<file path="src/flash_ctl_pkg.sv">
// Purpose: shared constants and types for the flash erase/write control block
// Assumes: 8-bit special-function register bus, 16-bit program address space
// Notes:   offsets are the processor's SFR addresses
package flash_ctl_pkg;
	localparam logic [7:0]  ERASE_INIT_ADDR = 8'h94;
	localparam logic [7:0]  FLASH_CTL_ADDR  = 8'hb2;
	localparam logic [7:0]  PAGE_ADDR_ADDR  = 8'hb7;
	localparam int          PROG_EN_BIT     = 0;
	localparam int          MASS_EN_BIT     = 1;
	localparam int          POST_EN_BIT     = 2;
	localparam int          PEND_BIT        = 3;
	localparam int          PAGE_LSB        = 1;
	localparam logic [7:0]  PAGE_ERASE_PAT  = 8'h55;
	localparam logic [7:0]  MASS_ERASE_PAT  = 8'haa;
	localparam logic [3:0]  UNLOCK_VALUE    = 4'h2;
	localparam logic [6:0]  PAGE_MAX        = 7'h3f;
	localparam logic [6:0]  PAGE_RESET      = 7'h00;
	localparam logic [7:0]  BYTE_RESET      = 8'h00;
	localparam int          FLASH_ADDR_W    = 16;

	// register bus request
	typedef struct packed {
		logic        we;
		logic        re;
		logic [7:0]  addr;
		logic [7:0]  wdata;
	} sfr_req_s;

	// external-data store from the processor
	typedef struct packed {
		logic                    we;
		logic [FLASH_ADDR_W-1:0] addr;
		logic [7:0]              data;
	} xstore_s;

	// command to the flash array
	typedef struct packed {
		logic                    wr;
		logic                    page_erase;
		logic                    mass_erase;
		logic [FLASH_ADDR_W-1:0] addr;
		logic [7:0]              data;
	} flash_cmd_s;

	typedef struct packed {
		logic                    dbg_meta;
		logic                    dbg_sync;
		logic                    busy_q;
		logic                    prog_en;
		logic                    mass_en;
		logic                    post_en;
		logic                    pend;
		logic                    page_armed;
		logic [6:0]              page;
		logic [FLASH_ADDR_W-1:0] q_addr;
		logic [7:0]              q_data;
		logic [7:0]              rdata;
		flash_cmd_s              cmd;
	} st_s;
endpackage

</file>
<file path="src/flash_erase_write_control.sv">
// Purpose: erase and program sequencing for the on-chip flash
// Assumes: CE_BUSY, CE_ENABLE, UNLOCK_KEY, IRQ_EN come from logic on REF_CLK
// Notes:   DEBUG_PORT_EN is a pin and is synchronised before use
// Notes on behaviour
// - pattern 0x55 to erase-initiate erases the page previously written.
// - pattern 0xaa erases all, needs mass-erase enable and debug port.
// - any other erase-initiate value is dropped with no effect.
// - mass-erase enable is write-only, resets off, good for one erase.
// - page address is write-only, pages 0 to 63, rewritten per erase.
// - posted mode with engine on queues one write until busy falls.
// - readable pending flag shows a queued write not yet done.
// - while pending, further flash write requests are ignored.
// - program-write enable routes stores to flash, self clears, locked by interrupts.
// - no erase or program unless the unlock key equals two.
`timescale 1ns/1ps
module flash_erase_write_control (
	// clock and reset
	input  wire logic                                    REF_CLK,
	input  wire logic                                    RST_N,
	// special-function register bus
	input  wire flash_ctl_pkg::sfr_req_s                 SFR_REQ,
	output logic [7:0]                                   SFR_RDATA,
	// processor store and status
	input  wire flash_ctl_pkg::xstore_s                  XSTORE,
	input  wire logic                                    IRQ_EN,
	input  wire logic [3:0]                              UNLOCK_KEY,
	input  wire logic                                    DEBUG_PORT_EN,
	// compute engine
	input  wire logic                                    CE_ENABLE,
	input  wire logic                                    CE_BUSY,
	// flash array
	output flash_ctl_pkg::flash_cmd_s                    FLASH_CMD,
	output logic [6:0]                                   FLASH_PAGE
);
	import flash_ctl_pkg::*;

	// elaboration check: the store path carries at least one byte of address
	if (FLASH_ADDR_W < 8) begin : g_addr_check
		$error("flash address too narrow");
	end

	st_s st_q;
	st_s st_d;

	function automatic logic wr_hit(input sfr_req_s r, input logic [7:0] a);
		wr_hit = r.we && (r.addr == a);
	endfunction

	function automatic logic [7:0] read_mux(input st_s s, input logic [7:0] a);
		logic [7:0] v;
		v = BYTE_RESET;
		// write-only fields read as zero
		if (a == FLASH_CTL_ADDR) begin
			v[PROG_EN_BIT] = s.prog_en;
			v[POST_EN_BIT] = s.post_en;
			v[PEND_BIT]    = s.pend;
		end
		read_mux = v;
	endfunction

	logic unlock_ok;
	logic wr_req;
	logic busy_fall;
	logic posted_mode;

	assign unlock_ok   = (UNLOCK_KEY == UNLOCK_VALUE);
	assign wr_req      = XSTORE.we && st_q.prog_en;
	assign busy_fall   = st_q.busy_q && !CE_BUSY;
	assign posted_mode = st_q.post_en && CE_ENABLE;

	always_comb begin
		st_d          = st_q;
		// debug pin is asynchronous: only the second stage is read
		st_d.dbg_meta = DEBUG_PORT_EN;
		st_d.dbg_sync = st_q.dbg_meta;
		st_d.busy_q   = CE_BUSY;
		st_d.cmd.wr         = 1'b0;
		st_d.cmd.page_erase = 1'b0;
		st_d.cmd.mass_erase = 1'b0;
		if (SFR_REQ.re) begin
			st_d.rdata = read_mux(st_q, SFR_REQ.addr);
		end
		if (wr_hit(SFR_REQ, FLASH_CTL_ADDR)) begin
			st_d.post_en = SFR_REQ.wdata[POST_EN_BIT];
			st_d.mass_en = SFR_REQ.wdata[MASS_EN_BIT];
			// enable write lock
			// only the program enable is blocked; the other bits still land
			if (!IRQ_EN) begin
				st_d.prog_en = SFR_REQ.wdata[PROG_EN_BIT];
			end
		end
		if (wr_hit(SFR_REQ, PAGE_ADDR_ADDR)) begin
			st_d.page       = SFR_REQ.wdata[7:PAGE_LSB];
			st_d.page_armed = 1'b1;
		end
		if (wr_hit(SFR_REQ, ERASE_INIT_ADDR)) begin
			if (SFR_REQ.wdata == PAGE_ERASE_PAT) begin
				st_d.page_armed = 1'b0;
				if (st_q.page_armed && st_q.page <= PAGE_MAX && unlock_ok && !st_q.pend) begin
					st_d.cmd.page_erase = 1'b1;
				end
			end else if (SFR_REQ.wdata == MASS_ERASE_PAT) begin
				st_d.mass_en = 1'b0;
				if (st_q.mass_en && st_q.dbg_sync && unlock_ok && !st_q.pend) begin
					st_d.cmd.mass_erase = 1'b1;
				end
			end
		end
		if (st_q.pend && busy_fall) begin
			st_d.pend = 1'b0;
			// key re-checked here: a relock drops the queued byte
			if (unlock_ok) begin
				st_d.cmd.wr   = 1'b1;
				st_d.cmd.addr = st_q.q_addr;
				st_d.cmd.data = st_q.q_data;
			end
		end
		if (wr_req) begin
			st_d.prog_en = 1'b0;
			// ignore while pending
			// a store in the drain cycle is dropped too; the slot frees next cycle
			if (!st_q.pend && unlock_ok) begin
				if (posted_mode) begin
					st_d.pend   = 1'b1;
					st_d.q_addr = XSTORE.addr;
					st_d.q_data = XSTORE.data;
				end else begin
					st_d.cmd.wr   = 1'b1;
					st_d.cmd.addr = XSTORE.addr;
					st_d.cmd.data = XSTORE.data;
				end
			end
		end
	end

	always_ff @(posedge REF_CLK or negedge RST_N) begin
		if (!RST_N) begin
			st_q <= '0;
		end else begin
			st_q <= st_d;
		end
	end

	assign SFR_RDATA  = st_q.rdata;
	assign FLASH_CMD  = st_q.cmd;
	assign FLASH_PAGE = st_q.page;
endmodule

</file>
<file path="config.mk">
export PLATFORM = sky130hd
export DESIGN_NAME = flash_erase_write_control
export DESIGN_NICKNAME = d
export VERILOG_FILES = /design/src/flash_ctl_pkg.sv /design/src/flash_erase_write_control.sv
export SDC_FILE = /design/constraint.sdc
export NUM_CORES = 1
export LEC_CHECK = 0
export BUFFER_PORTS_ARGS = -buffer_cell sky130_fd_sc_hd__buf_2
export CAP_MARGIN = 40
export CORE_UTILIZATION = 52
export CTS_BUF_LIST = sky130_fd_sc_hd__clkbuf_4 sky130_fd_sc_hd__clkbuf_8 sky130_fd_sc_hd__clkbuf_16
export CTS_CLUSTER_SIZE = 20
export DETAILED_ROUTE_END_ITERATION = 8
export GPL_TIMING_DRIVEN = 0
export PLACE_DENSITY = 0.8
export SETUP_SLACK_MARGIN = 0.15
export SKIP_CTS_REPAIR_TIMING = 1
export SYNTH_ARGS = -nofsm -noshare
export SYNTH_HDL_FRONTEND = slang
export SYNTH_SLANG_ARGS = --single-unit
</file>
<file path="constraint.sdc">
create_clock -name REF_CLK -period 1.8 [get_ports REF_CLK]
set_input_delay 0 -clock REF_CLK [delete_from_list [all_inputs] [get_ports REF_CLK]]
set_output_delay 0 -clock REF_CLK [all_outputs]
set_load 0.01 [all_outputs]
</file>
==> results of run 1 <==
per-layer routing:
metal	GRT usage	part of all wire	vias to the layer above
met1	0.245	0.41	1173
met5	0	0	-
met2	0.355	0.53	78
met4	0.0875	0.012	0
met3	0.0528	0.044	7
li1	-	-	1177
layout make-up:
| type | count | share of cell area |
|---|---|---|
| Sequential cell | 69 | 0.389 |
| Multi-Input combinational cell | 146 | 0.254 |
| Timing Repair Buffer | 129 | 0.193 |
| Buffer | 51 | 0.0880 |
| Clock buffer | 10 | 0.0296 |
| Tap cell | 75 | 0.0211 |
| Clock inverter | 6 | 0.0197 |
| Inverter | 6 | 0.00507 |
cell families after synthesis:
family                 Yosys count
DFF                             69
muxes                           57
buffers and inverters           57
and+or+nand+nor                 53
AOI/OAI and AO/OA               31
other                            1
cell usage after synthesis, types with 2 or more instances:
| library cell | count |
|---|---|
| mux2_2 | 32 |
| dfrtp_1 | 69 |
| nor3_1 | 2 |
| buf_4 | 42 |
| nand3_1 | 4 |
| o21ai_0 | 6 |
| nor3_4 | 2 |
| clkbuf_1 | 3 |
| nand2_1 | 26 |
| buf_2 | 2 |
| nand4b_1 | 3 |
| mux2i_1 | 25 |
| or4b_2 | 2 |
| buf_6 | 4 |
| o21ai_1 | 19 |
| o22ai_1 | 3 |
| nor2_1 | 3 |
| inv_1 | 6 |
tightest hold or removal path, cell delays in order:
cell     delay, ps
buf_2           80
nand2_1         40
o21ai_1         60
worst max path at each step:
stage / startpoint / to / cells past startpoint
5_1_grt: st_q[67]$_DFF_PN0_ / st_q[54]$_DFFE_PN0P_ / 5
2_1_floorplan: UNLOCK_KEY[0] / st_q[40]$_DFFE_PN0P_ / 5
3_5_place_dp: UNLOCK_KEY[0] / st_q[54]$_DFFE_PN0P_ / 6
3_3_place_gp: UNLOCK_KEY[0] / st_q[49]$_DFFE_PN0P_ / 6
4_1_cts: st_q[67]$_DFF_PN0_ / st_q[54]$_DFFE_PN0P_ / 5
6_report: st_q[67]$_DFF_PN0_ / st_q[54]$_DFFE_PN0P_ / 5
sequential cells by signal, summed over array words and instances, names as in the netlist:
name and flops:
FLASH_CMD 27, st_q 31, SFR_RDATA 3, st_d 1
FLASH_PAGE 7
stage by stage:
stage	setup TNS [ps]	setup slack, ps	instance area, um^2	total power, W	std cells
floorplan	0	114	3260	0.00197	272
global placement	-2840	-152	3800	0.00216	436
detailed placement	-3260	-167	3830	0.00219	437
CTS	-7.34	-7.34	4050	0.00357	453
global route	0	121	4440	0.00375	492
finish	0	200	4440	0.00359	492
power breakdown:
part / switching, W / internal [W] / total, W
clock network: 0.000580 / 0.000793 / 0.00137
registers: 0.0000515 / 0.00164 / 0.00169
logic: 0.000219 / 0.000309 / 0.000528
==> impl_results.md, run 1 <==
- Post-synth EDFFs: 0
- Mux contribution to synthesized area: 0.188
- Clk_lat worst skew: 340 ps
- Cell taking the most area after synthesis: dfrtp_1
- Clk slew on worst S/H paths: about 70 ps
- Worst Setup Path Type: reg -> reg
- Initial antenna violation count: 0
- Register area share after synthesis: 0.532
- Grt total ovfl: 0
- Critical Path RT: 2020 ps
- Reg area: between 1500 and 2000 um^2
- Post-detail-place hpwl: around 4.5 mm
- Crit end category: flip-flop
- Hold depth: 3
- Crit path time final: ~1600 ps
- Pin count of the biggest net entering global routing: 50
- Async S/R FF share, synth: 1.00
- Worst Tran Pin Value: approximately 630 ps
- Synth unique cells: 33
- Final setup viols: 0
- Tightest Hold Check Type: in -> reg
- Port bufs: roughly 90
- Post-Synth Adder-Cell Area: 0
- Xor/xnor cell area share of the yosys netlist: 0
- Clk_skew: roughly 8.0 ps
- Hold endpoint: FLASH_CMD[19]$_DFF_PN0_
- Slew Limit Fails: 0
- Relative slew slack: 0.576
- TritonCTS clock tree: yes
- Compound-Gate Fraction of Synth Area: 0.0505
- Sinks on Clock Net: between 60 and 70
- Total CTS buffers: 9
- CP Launch Type: flip-flop
- Final Cycle Share: 0.889
- Largest family of logic cells by synthesized area: multiplexers
- Worst-path fanout max: 10
- Die height: 81.0 um
- Main flop type after synthesis: dfrtp_1
- Initial core utilization: 0.545
- Share of cells above drive strength 1: 0.484
- Crit path cell chain: inv_2 -> nand2b_4 -> nor3_4 -> buf_6 -> mux2_2
- Reg2reg path depth: 5
- Max Cap Viol: 0
- Post-synthesis simple-gate area fraction: 0.103
- Failing checks: hold timing
- Longest Clk Path Bufs: 2
- Peak Freq: 625 MHz
- Htree depth: 3
- Fillers: 425
- Netlist Area Pre-Place: between 3000 and 4000 um^2
- GP Congestion: between 0.7 and 0.8
- Post-synthesis register bit count: 69
- Hold Violations, Final: 2
- Layout Nets: 465
- Crit path DAT: between 1500 and 2000 ps
- Vias in the first global route: between 2000 and 2500
- Warnings, synthesis: 0
- Starting DRT DRC Count: 84
- Routed wire length: roughly 7 mm
- Peak VDD IR: between 0.4 and 0.5 mV
- Chip width: slightly above 80 um
- # diodes: 0
- Critical path's slowest cell: dfrtp_1
- Drt drc: 0
- Area share of the largest cell type after synthesis: 0.532
- Commonest non-fill, non-tap cells in the layout: 88 x buf_2, 69 x dfrtp_1, 47 x buf_4, 36 x dlygate4sd3_1, 32 x mux2_2
- Syn_area_per_cell: ~12 um^2
- PD cells: just over 800 nW/um^2
- Unrepaired setup endpoints after global routing: yes
- Commonest non-fill, non-tap cell in the layout: buf_2
- Static Leak: ~2.3 nW
- HP Start: XSTORE[19]
- Root buffer cell: clkbuf_8
- Die area: ~6600 um^2
- GRT Total Usage: 0.207
- Hold_ws: -113 ps
- Top delay family on crit path: flip-flops
- Number of buffers and inverters on the critical path: 2
- Worst r2r src: st_q[67]$_DFF_PN0_
- Multi-input logic area: 1130 um^2
- Top post-synthesis cells by area: dfrtp_1 53%, mux2_2 11%, buf_4 9.7%
- Drt wl/cell: 14.1 um
- Core area: roughly 6000 um^2
- Synth-to-Final Area Change: 36.8%
- Std cell rows: 28
- TritonRoute pass-1 iters: 4
- Reg2Reg Setup Slack: approximately 200 ps
- Via count: between 2000 and 2500
- Final core utilization: 0.745
- Crit-path max cell delay: around 440 ps
- Antenna viol nets, final: 0
- Via density per instance: about 4.9
- FF-to-FF End: st_q[54]$_DFFE_PN0P_
- Status: finished with violations
- # IOs: 95
- Mapped Cells: 268
- First-pass GRT wire length: 10.0 mm
No activity file was read; power rests on OpenSTA's default activity.
==> run 2, diff against run 1 <==
Settings changed: BUFFER_PORTS_ARGS -buffer_cell sky130_fd_sc_hd__buf_2 to unset, CORE_UTILIZATION 52 to 63, DONT_BUFFER_PORTS set to 1, PLACE_DENSITY 0.8 to 0.79.
==> impl_results.md, run 2 (synthesized netlist as in run 1, its figures left out) <==
- Port bufs: 0 (-100%)
- Worst Tran Pin Value: 684 ps (+50.3 ps)
- Starting DRT DRC Count: 116 (+38%)
- Commonest non-fill, non-tap cells in the layout: 68 x dfrtp_1, 51 x buf_4, 40 x dlygate4sd3_1, 26 x nand2_1, 25 x mux2i_1
- Max Cap Viol: 0 (unchanged)
- Crit path from: SFR_REQ[1]
- Worst r2r src: st_q[67]$_DFF_PN0_
- Total CTS buffers: 9 (unchanged)
- Sinks on Clock Net: 69 (unchanged)
- Clk_skew: 10.8 ps (+2.80 ps)
- Chip width: 73.8 um (-8.9%)
- Peak VDD IR: 0.658 mV (+32%)
- Antenna viol nets, final: 0 (unchanged)
- GRT Total Usage: 0.223 (+0.0160)
- Reg area: 1730 um^2 (about the same)
- Relative slew slack: 0.542 (-0.0337)
- Failing checks: hold timing
- Share of cells above drive strength 1: 0.357 (-0.127)
- Crit end category: flip-flop
- Vias in the first global route: 1854 (-19%)
- Post-Place Cell Area: 3340 um^2 (-13%)
- Via count: 2204 (-9.5%)
- Pin count of the biggest net entering global routing: 70 (+40%)
- Hold_ws: -219 ps (-106 ps)
- GP Congestion: 0.759 (-0.78%)
- Crit path time final: 1670 ps (+65.4 ps)
- Initial antenna violation count: 0 (unchanged)
- Root buffer cell: clkbuf_8
- # diodes: 0 (unchanged)
- # IOs: 95 (unchanged)
- Worst Setup Path Type: in -> reg
- Placed insts: 339 (-22%)
- First-pass GRT wire length: 8.69 mm (-13%)
- Crit path DAT: 1900 ps (+80 ps)
- Status: finished with violations
- Longest Clk Path Bufs: 2 (unchanged)
- Static Leak: 1.95 nW (-15%)
- Final Cycle Share: 0.925 (+0.0363)
- PD cells: 834 nW/um^2 (+3.0%)
- Die height: 73.8 um (-8.9%)
- Htree depth: 3 (unchanged)
- Die area: 5440 um^2 (-17%)
- HP Start: XSTORE[15]
- CP Launch Type: input port
- Initial core utilization: 0.669 (+0.124)
- Routed wire length: 7.32 mm (+5.4%)
- Layout Nets: 387 (-17%)
- Top reg by flops: st_q
- Slew Limit Fails: 0 (unchanged)
- Post-Layout Cell Count: 406 (-17%)
- Worst-path fanout max: 4 (-6)
- Via density per instance: 5.43 (+9.7%)
- Critical Path RT: 2030 ps (about the same)
- Core area: 4850 um^2 (-19%)
- Final setup viols: 0 (unchanged)
- Synth-to-Final Area Change: 26.2%
- Post-detail-place hpwl: 4.03 mm (-11%)
- Place WS: -50.3 ps (+117 ps)
- Commonest non-fill, non-tap cell in the layout: dfrtp_1
- Post-route cell area: 4090 um^2 (-7.8%)
- Fillers: 263 (-38%)
- Multi-input logic area: 1160 um^2 (+2.7%)
- Tightest Hold Check Type: in -> reg
- TritonCTS clock tree: yes
- Drt drc: 0 (unchanged)
- Hold Violations, Final: 3 (+1)
- Drt wl/cell: 18.0 um (+28%)
- Final worst slack: 135 ps (-65.4 ps)
- Unrepaired setup endpoints after global routing: yes
- TritonRoute pass-1 iters: 4 (unchanged)
- Clk_lat worst skew: 340 ps (about the same)
- Peak Freq: 600 MHz (-3.9%)
- Clk slew on worst S/H paths: 70 ps (about the same)
- Std cell rows: 25 (-11%)
- Max reg flops: 31 (unchanged)
- Grt total ovfl: 0 (unchanged)
run 2: cell count changes in the layout (fill, tap and decap cells not counted), sizes merged:
cell,delta
clkbuf,+3
clkinvlp,-2
buf,-83
dlygate4sd3,+4
clkinv,+1
bufinv,-1
run 2: worst max-delay path, stage by stage:
cell           delay (ps)
dlygate4sd3_1         590
or4b_2                670
or3_1                 390
nor4b_1               240
run 2: path summary, 6_finish.rpt:
check	end	slack [ps]	depth (start not counted)
max in group asynchronous	st_q[67]$_DFF_PN0_	1290	2
hold reg to reg	st_q[72]$_DFF_PN0_	360	0
setup / recovery	FLASH_CMD[25]$_DFF_PN0_	130	4
hold / removal	FLASH_CMD[15]$_DFF_PN0_	-220	2
min in group asynchronous	st_q[71]$_DFF_PN0_	230	2
setup reg to reg	st_q[45]$_DFFE_PN0P_	140	6
run 2: area by class of cell:
type / instances / share of cell area
Multi-Input combinational cell: 146 / 0.283
Sequential cell: 69 / 0.422
Inverter: 6 / 0.00550
Tap cell: 67 / 0.0205
Timing Repair Buffer: 51 / 0.124
Buffer: 51 / 0.0963
Clock buffer: 12 / 0.0373
Clock inverter: 4 / 0.0116
run 2: metal layers:
| metal | vias to the layer above | GRT usage | part of all wire |
|---|---|---|---|
| li1 | 1016 | - | - |
| met1 | 1096 | 0.286 | 0.42 |
| met2 | 72 | 0.340 | 0.52 |
| met3 | 20 | 0.0645 | 0.044 |
| met4 | 0 | 0.122 | 0.022 |
| met5 | - | 0 | 0 |
run 2: metrics by stage:
stage               setup TNS (ps)   util  power [W]
floorplan                        0      -    0.00197
global placement              -887  0.689    0.00200
detailed placement            -609  0.689    0.00201
CTS                          -3.16  0.731    0.00327
global route                     0  0.844    0.00352
finish                           0  0.844    0.00341
run 2: report_power, final:
group	internal, W	leakage, nW	switching (W)
clock	0.000705	0.103	0.000580
sequential	0.00164	0.942	0.0000576
combinational	0.000230	0.908	0.000200
total	0.00257	1.95	0.000837
==> run 3, diff against run 2 <==
Settings changed: CAP_MARGIN 40 to unset, PLACE_DENSITY 0.79 to 0.75.
==> impl_results.md, run 3 (synthesized netlist as in run 1, its figures left out) <==
- Status: finished with violations
- Failing checks: hold timing
- Chip width: 73.8 um (unchanged)
- Via count: 2194 (-0.45%)
- TritonRoute pass-1 iters: 4 (unchanged)
- Setup TNS: 0 ps (unchanged)
- FF-to-FF End: st_q[46]$_DFFE_PN0P_
- Synth-to-Final Area Change: 25.5%
- Layout Nets: 387 (unchanged)
- First-pass GRT wire length: 9.24 mm (+6.4%)
- Post-detail-place hpwl: 4.08 mm (+1.4%)
- GRT Total Usage: 0.236 (+0.0137)
- Pin count of the biggest net entering global routing: 70 (unchanged)
- Crit path time final: 1630 ps (-36.7 ps)
- Worst Setup Path Type: reg -> reg
- Peak Freq: 614 MHz (+2.3%)
- Std cell rows: 25 (unchanged)
- Antenna viol nets, final: 0 (unchanged)
- Core area: 4850 um^2 (unchanged)
- Critical Path RT: 2030 ps (about the same)
- Vias in the first global route: 1959 (+5.7%)
- Relative slew slack: 0.597 (+0.0545)
- Final setup viols: 0 (unchanged)
- Slew Limit Fails: 0 (unchanged)
- Grt total ovfl: 0 (unchanged)
- Die area: 5440 um^2 (unchanged)
- Initial antenna violation count: 0 (unchanged)
- GP Congestion: 0.732 (-3.5%)
- HP Start: SFR_REQ[7]
- Unrepaired setup endpoints after global routing: yes
- Place WS: -61.7 ps (-11.4 ps)
- Worst Tran Pin Value: 602 ps (-81.4 ps)
- Initial core utilization: 0.669 (unchanged)
- Htree depth: 3 (unchanged)
- Longest Clk Path Bufs: 2 (unchanged)
- TritonCTS clock tree: yes
- Routed wire length: 6.98 mm (-4.6%)
- Drt drc: 0 (unchanged)
- Starting DRT DRC Count: 114 (-1.7%)
- CP Launch Type: flip-flop
- Worst r2r src: st_q[67]$_DFF_PN0_
- Root buffer cell: clkbuf_8
- Clk slew on worst S/H paths: 70 ps (about the same)
- Final Cycle Share: 0.905 (-0.0204)
- Sinks on Clock Net: 69 (unchanged)
- Top routing layer in use: met4
- Crit-path max cell delay: 440 ps (-230 ps)
- Final worst slack: 171 ps (+36.7 ps)
- Hold depth: 1 (-1)
- Clk_lat worst skew: 340 ps (about the same)
- Critical path's slowest cell: dfrtp_2
- Commonest non-fill, non-tap cells in the layout: 68 x dfrtp_1, 50 x buf_4, 42 x dlygate4sd3_1, 32 x mux2_2, 26 x nand2_1
- Crit path from: st_q[67]$_DFF_PN0_
- Clk_skew: 7.30 ps (-3.51 ps)
- Share of cells above drive strength 1: 0.351 (-0.00590)
- Reg2reg path depth: 6 (unchanged)
- # IOs: 95 (unchanged)
- Peak VDD IR: 0.885 mV (+35%)
- Via density per instance: 5.40 (-0.45%)
- PD cells: 838 nW/um^2 (+0.57%)
- Cell mode on critical path: buf_6
- Commonest non-fill, non-tap cell in the layout: dfrtp_1
- Max Cap Viol: 0 (unchanged)
- Hold_ws: -195 ps (+23.5 ps)
- Crit path DAT: 1850 ps (-50 ps)
- Static Leak: 1.95 nW (-0.11%)
- Die height: 73.8 um (unchanged)
- Tightest Hold Check Type: in -> reg
- Hold Violations, Final: 4 (+1)
- Fillers: 264 (+0.38%)
- Port bufs: 0 (unchanged)
- Metal2 WL: 3.80 mm (+0.77%)
- # diodes: 0 (unchanged)
- Total CTS buffers: 9 (unchanged)
- Met3 wire len: 368 um (+14%)
- Placed insts: 339 (unchanged)
- Crit end category: flip-flop
- PnR Total Power: 0.00341 W (about the same)
- Hold endpoint: FLASH_PAGE[6]$_DFFE_PN0P_
- Crit path cell chain: inv_2 -> nand2b_4 -> nor3_4 -> buf_6 -> buf_6 -> mux2_2
- Worst-path fanout max: 5 (+1)
- M1 wire length: 2.72 mm (-11%)
- Max reg flops: 31 (unchanged)
- Reg2Reg Setup Slack: 170 ps (+30 ps)
- Final core utilization: 0.839 (-0.00490)
- Top reg by flops: st_q
- Drt wl/cell: 17.2 um (-4.6%)
- Post-Layout Cell Count: 406 (unchanged)
run 3: cell types whose count changed in the layout (fill, tap and decap cells not counted), sizes merged:
cell         previous run  this run
clkinv                  2         0
buf                    57        56
dlygate4sd3            40        42
clkinvlp                1         0
clkbuf                 17        19
run 3: worst max-delay path by stage:
stage	endpoint	slack (ps)	cells past startpoint
final	st_q[46]$_DFFE_PN0P_	170	6
after global routing	st_q[46]$_DFFE_PN0P_	120	6
after CTS	st_q[57]$_DFFE_PN0P_	4	5
after detailed placement	st_q[57]$_DFFE_PN0P_	-60	5
after global placement	st_q[49]$_DFFE_PN0P_	-50	5
after floorplan	st_q[40]$_DFFE_PN0P_	110	5
run 3: critical path, delay by kind of cell (launching register included):
kind,cells,cell delay (ps)
buffers and inverters,3,380
flip-flops,1,440
multiplexers,1,330
AND/OR/NAND/NOR,2,360
run 3: layer usage:
layer / vias up / global-route usage
li1: 1019 / -
met1: 1086 / 0.285
met2: 80 / 0.382
met3: 9 / 0.0796
met4: 0 / 0.113
met5: - / 0
run 3: layout make-up:
class                           instances  area [um^2]  area share
Clock buffer                           15          175      0.0431
Inverter                                6         22.5     0.00554
Sequential cell                        69         1730       0.425
Tap cell                               67         83.8      0.0206
Clock inverter                          1         30.0     0.00738
Multi-Input combinational cell        146         1130       0.277
Timing Repair Buffer                   51          512       0.126
Buffer                                 51          390      0.0959
run 3: where the power goes:
part / leakage (nW) / total (W) / switching, W / internal, W
clock: 0.109 / 0.00130 / 0.000538 / 0.000757
combinational: 0.900 / 0.000419 / 0.000192 / 0.000227
sequential: 0.942 / 0.00170 / 0.0000556 / 0.00164
total: 1.95 / 0.00341 / 0.000786 / 0.00263
run 3: metrics by stage:
stage	cell area, um^2	hold slack [ps]
2_1_floorplan	3260	-296
3_3_place_gp	3340	-294
3_5_place_dp	3340	-294
4_1_cts	3550	-666
5_1_grt	4070	-207
6_report	4070	-195
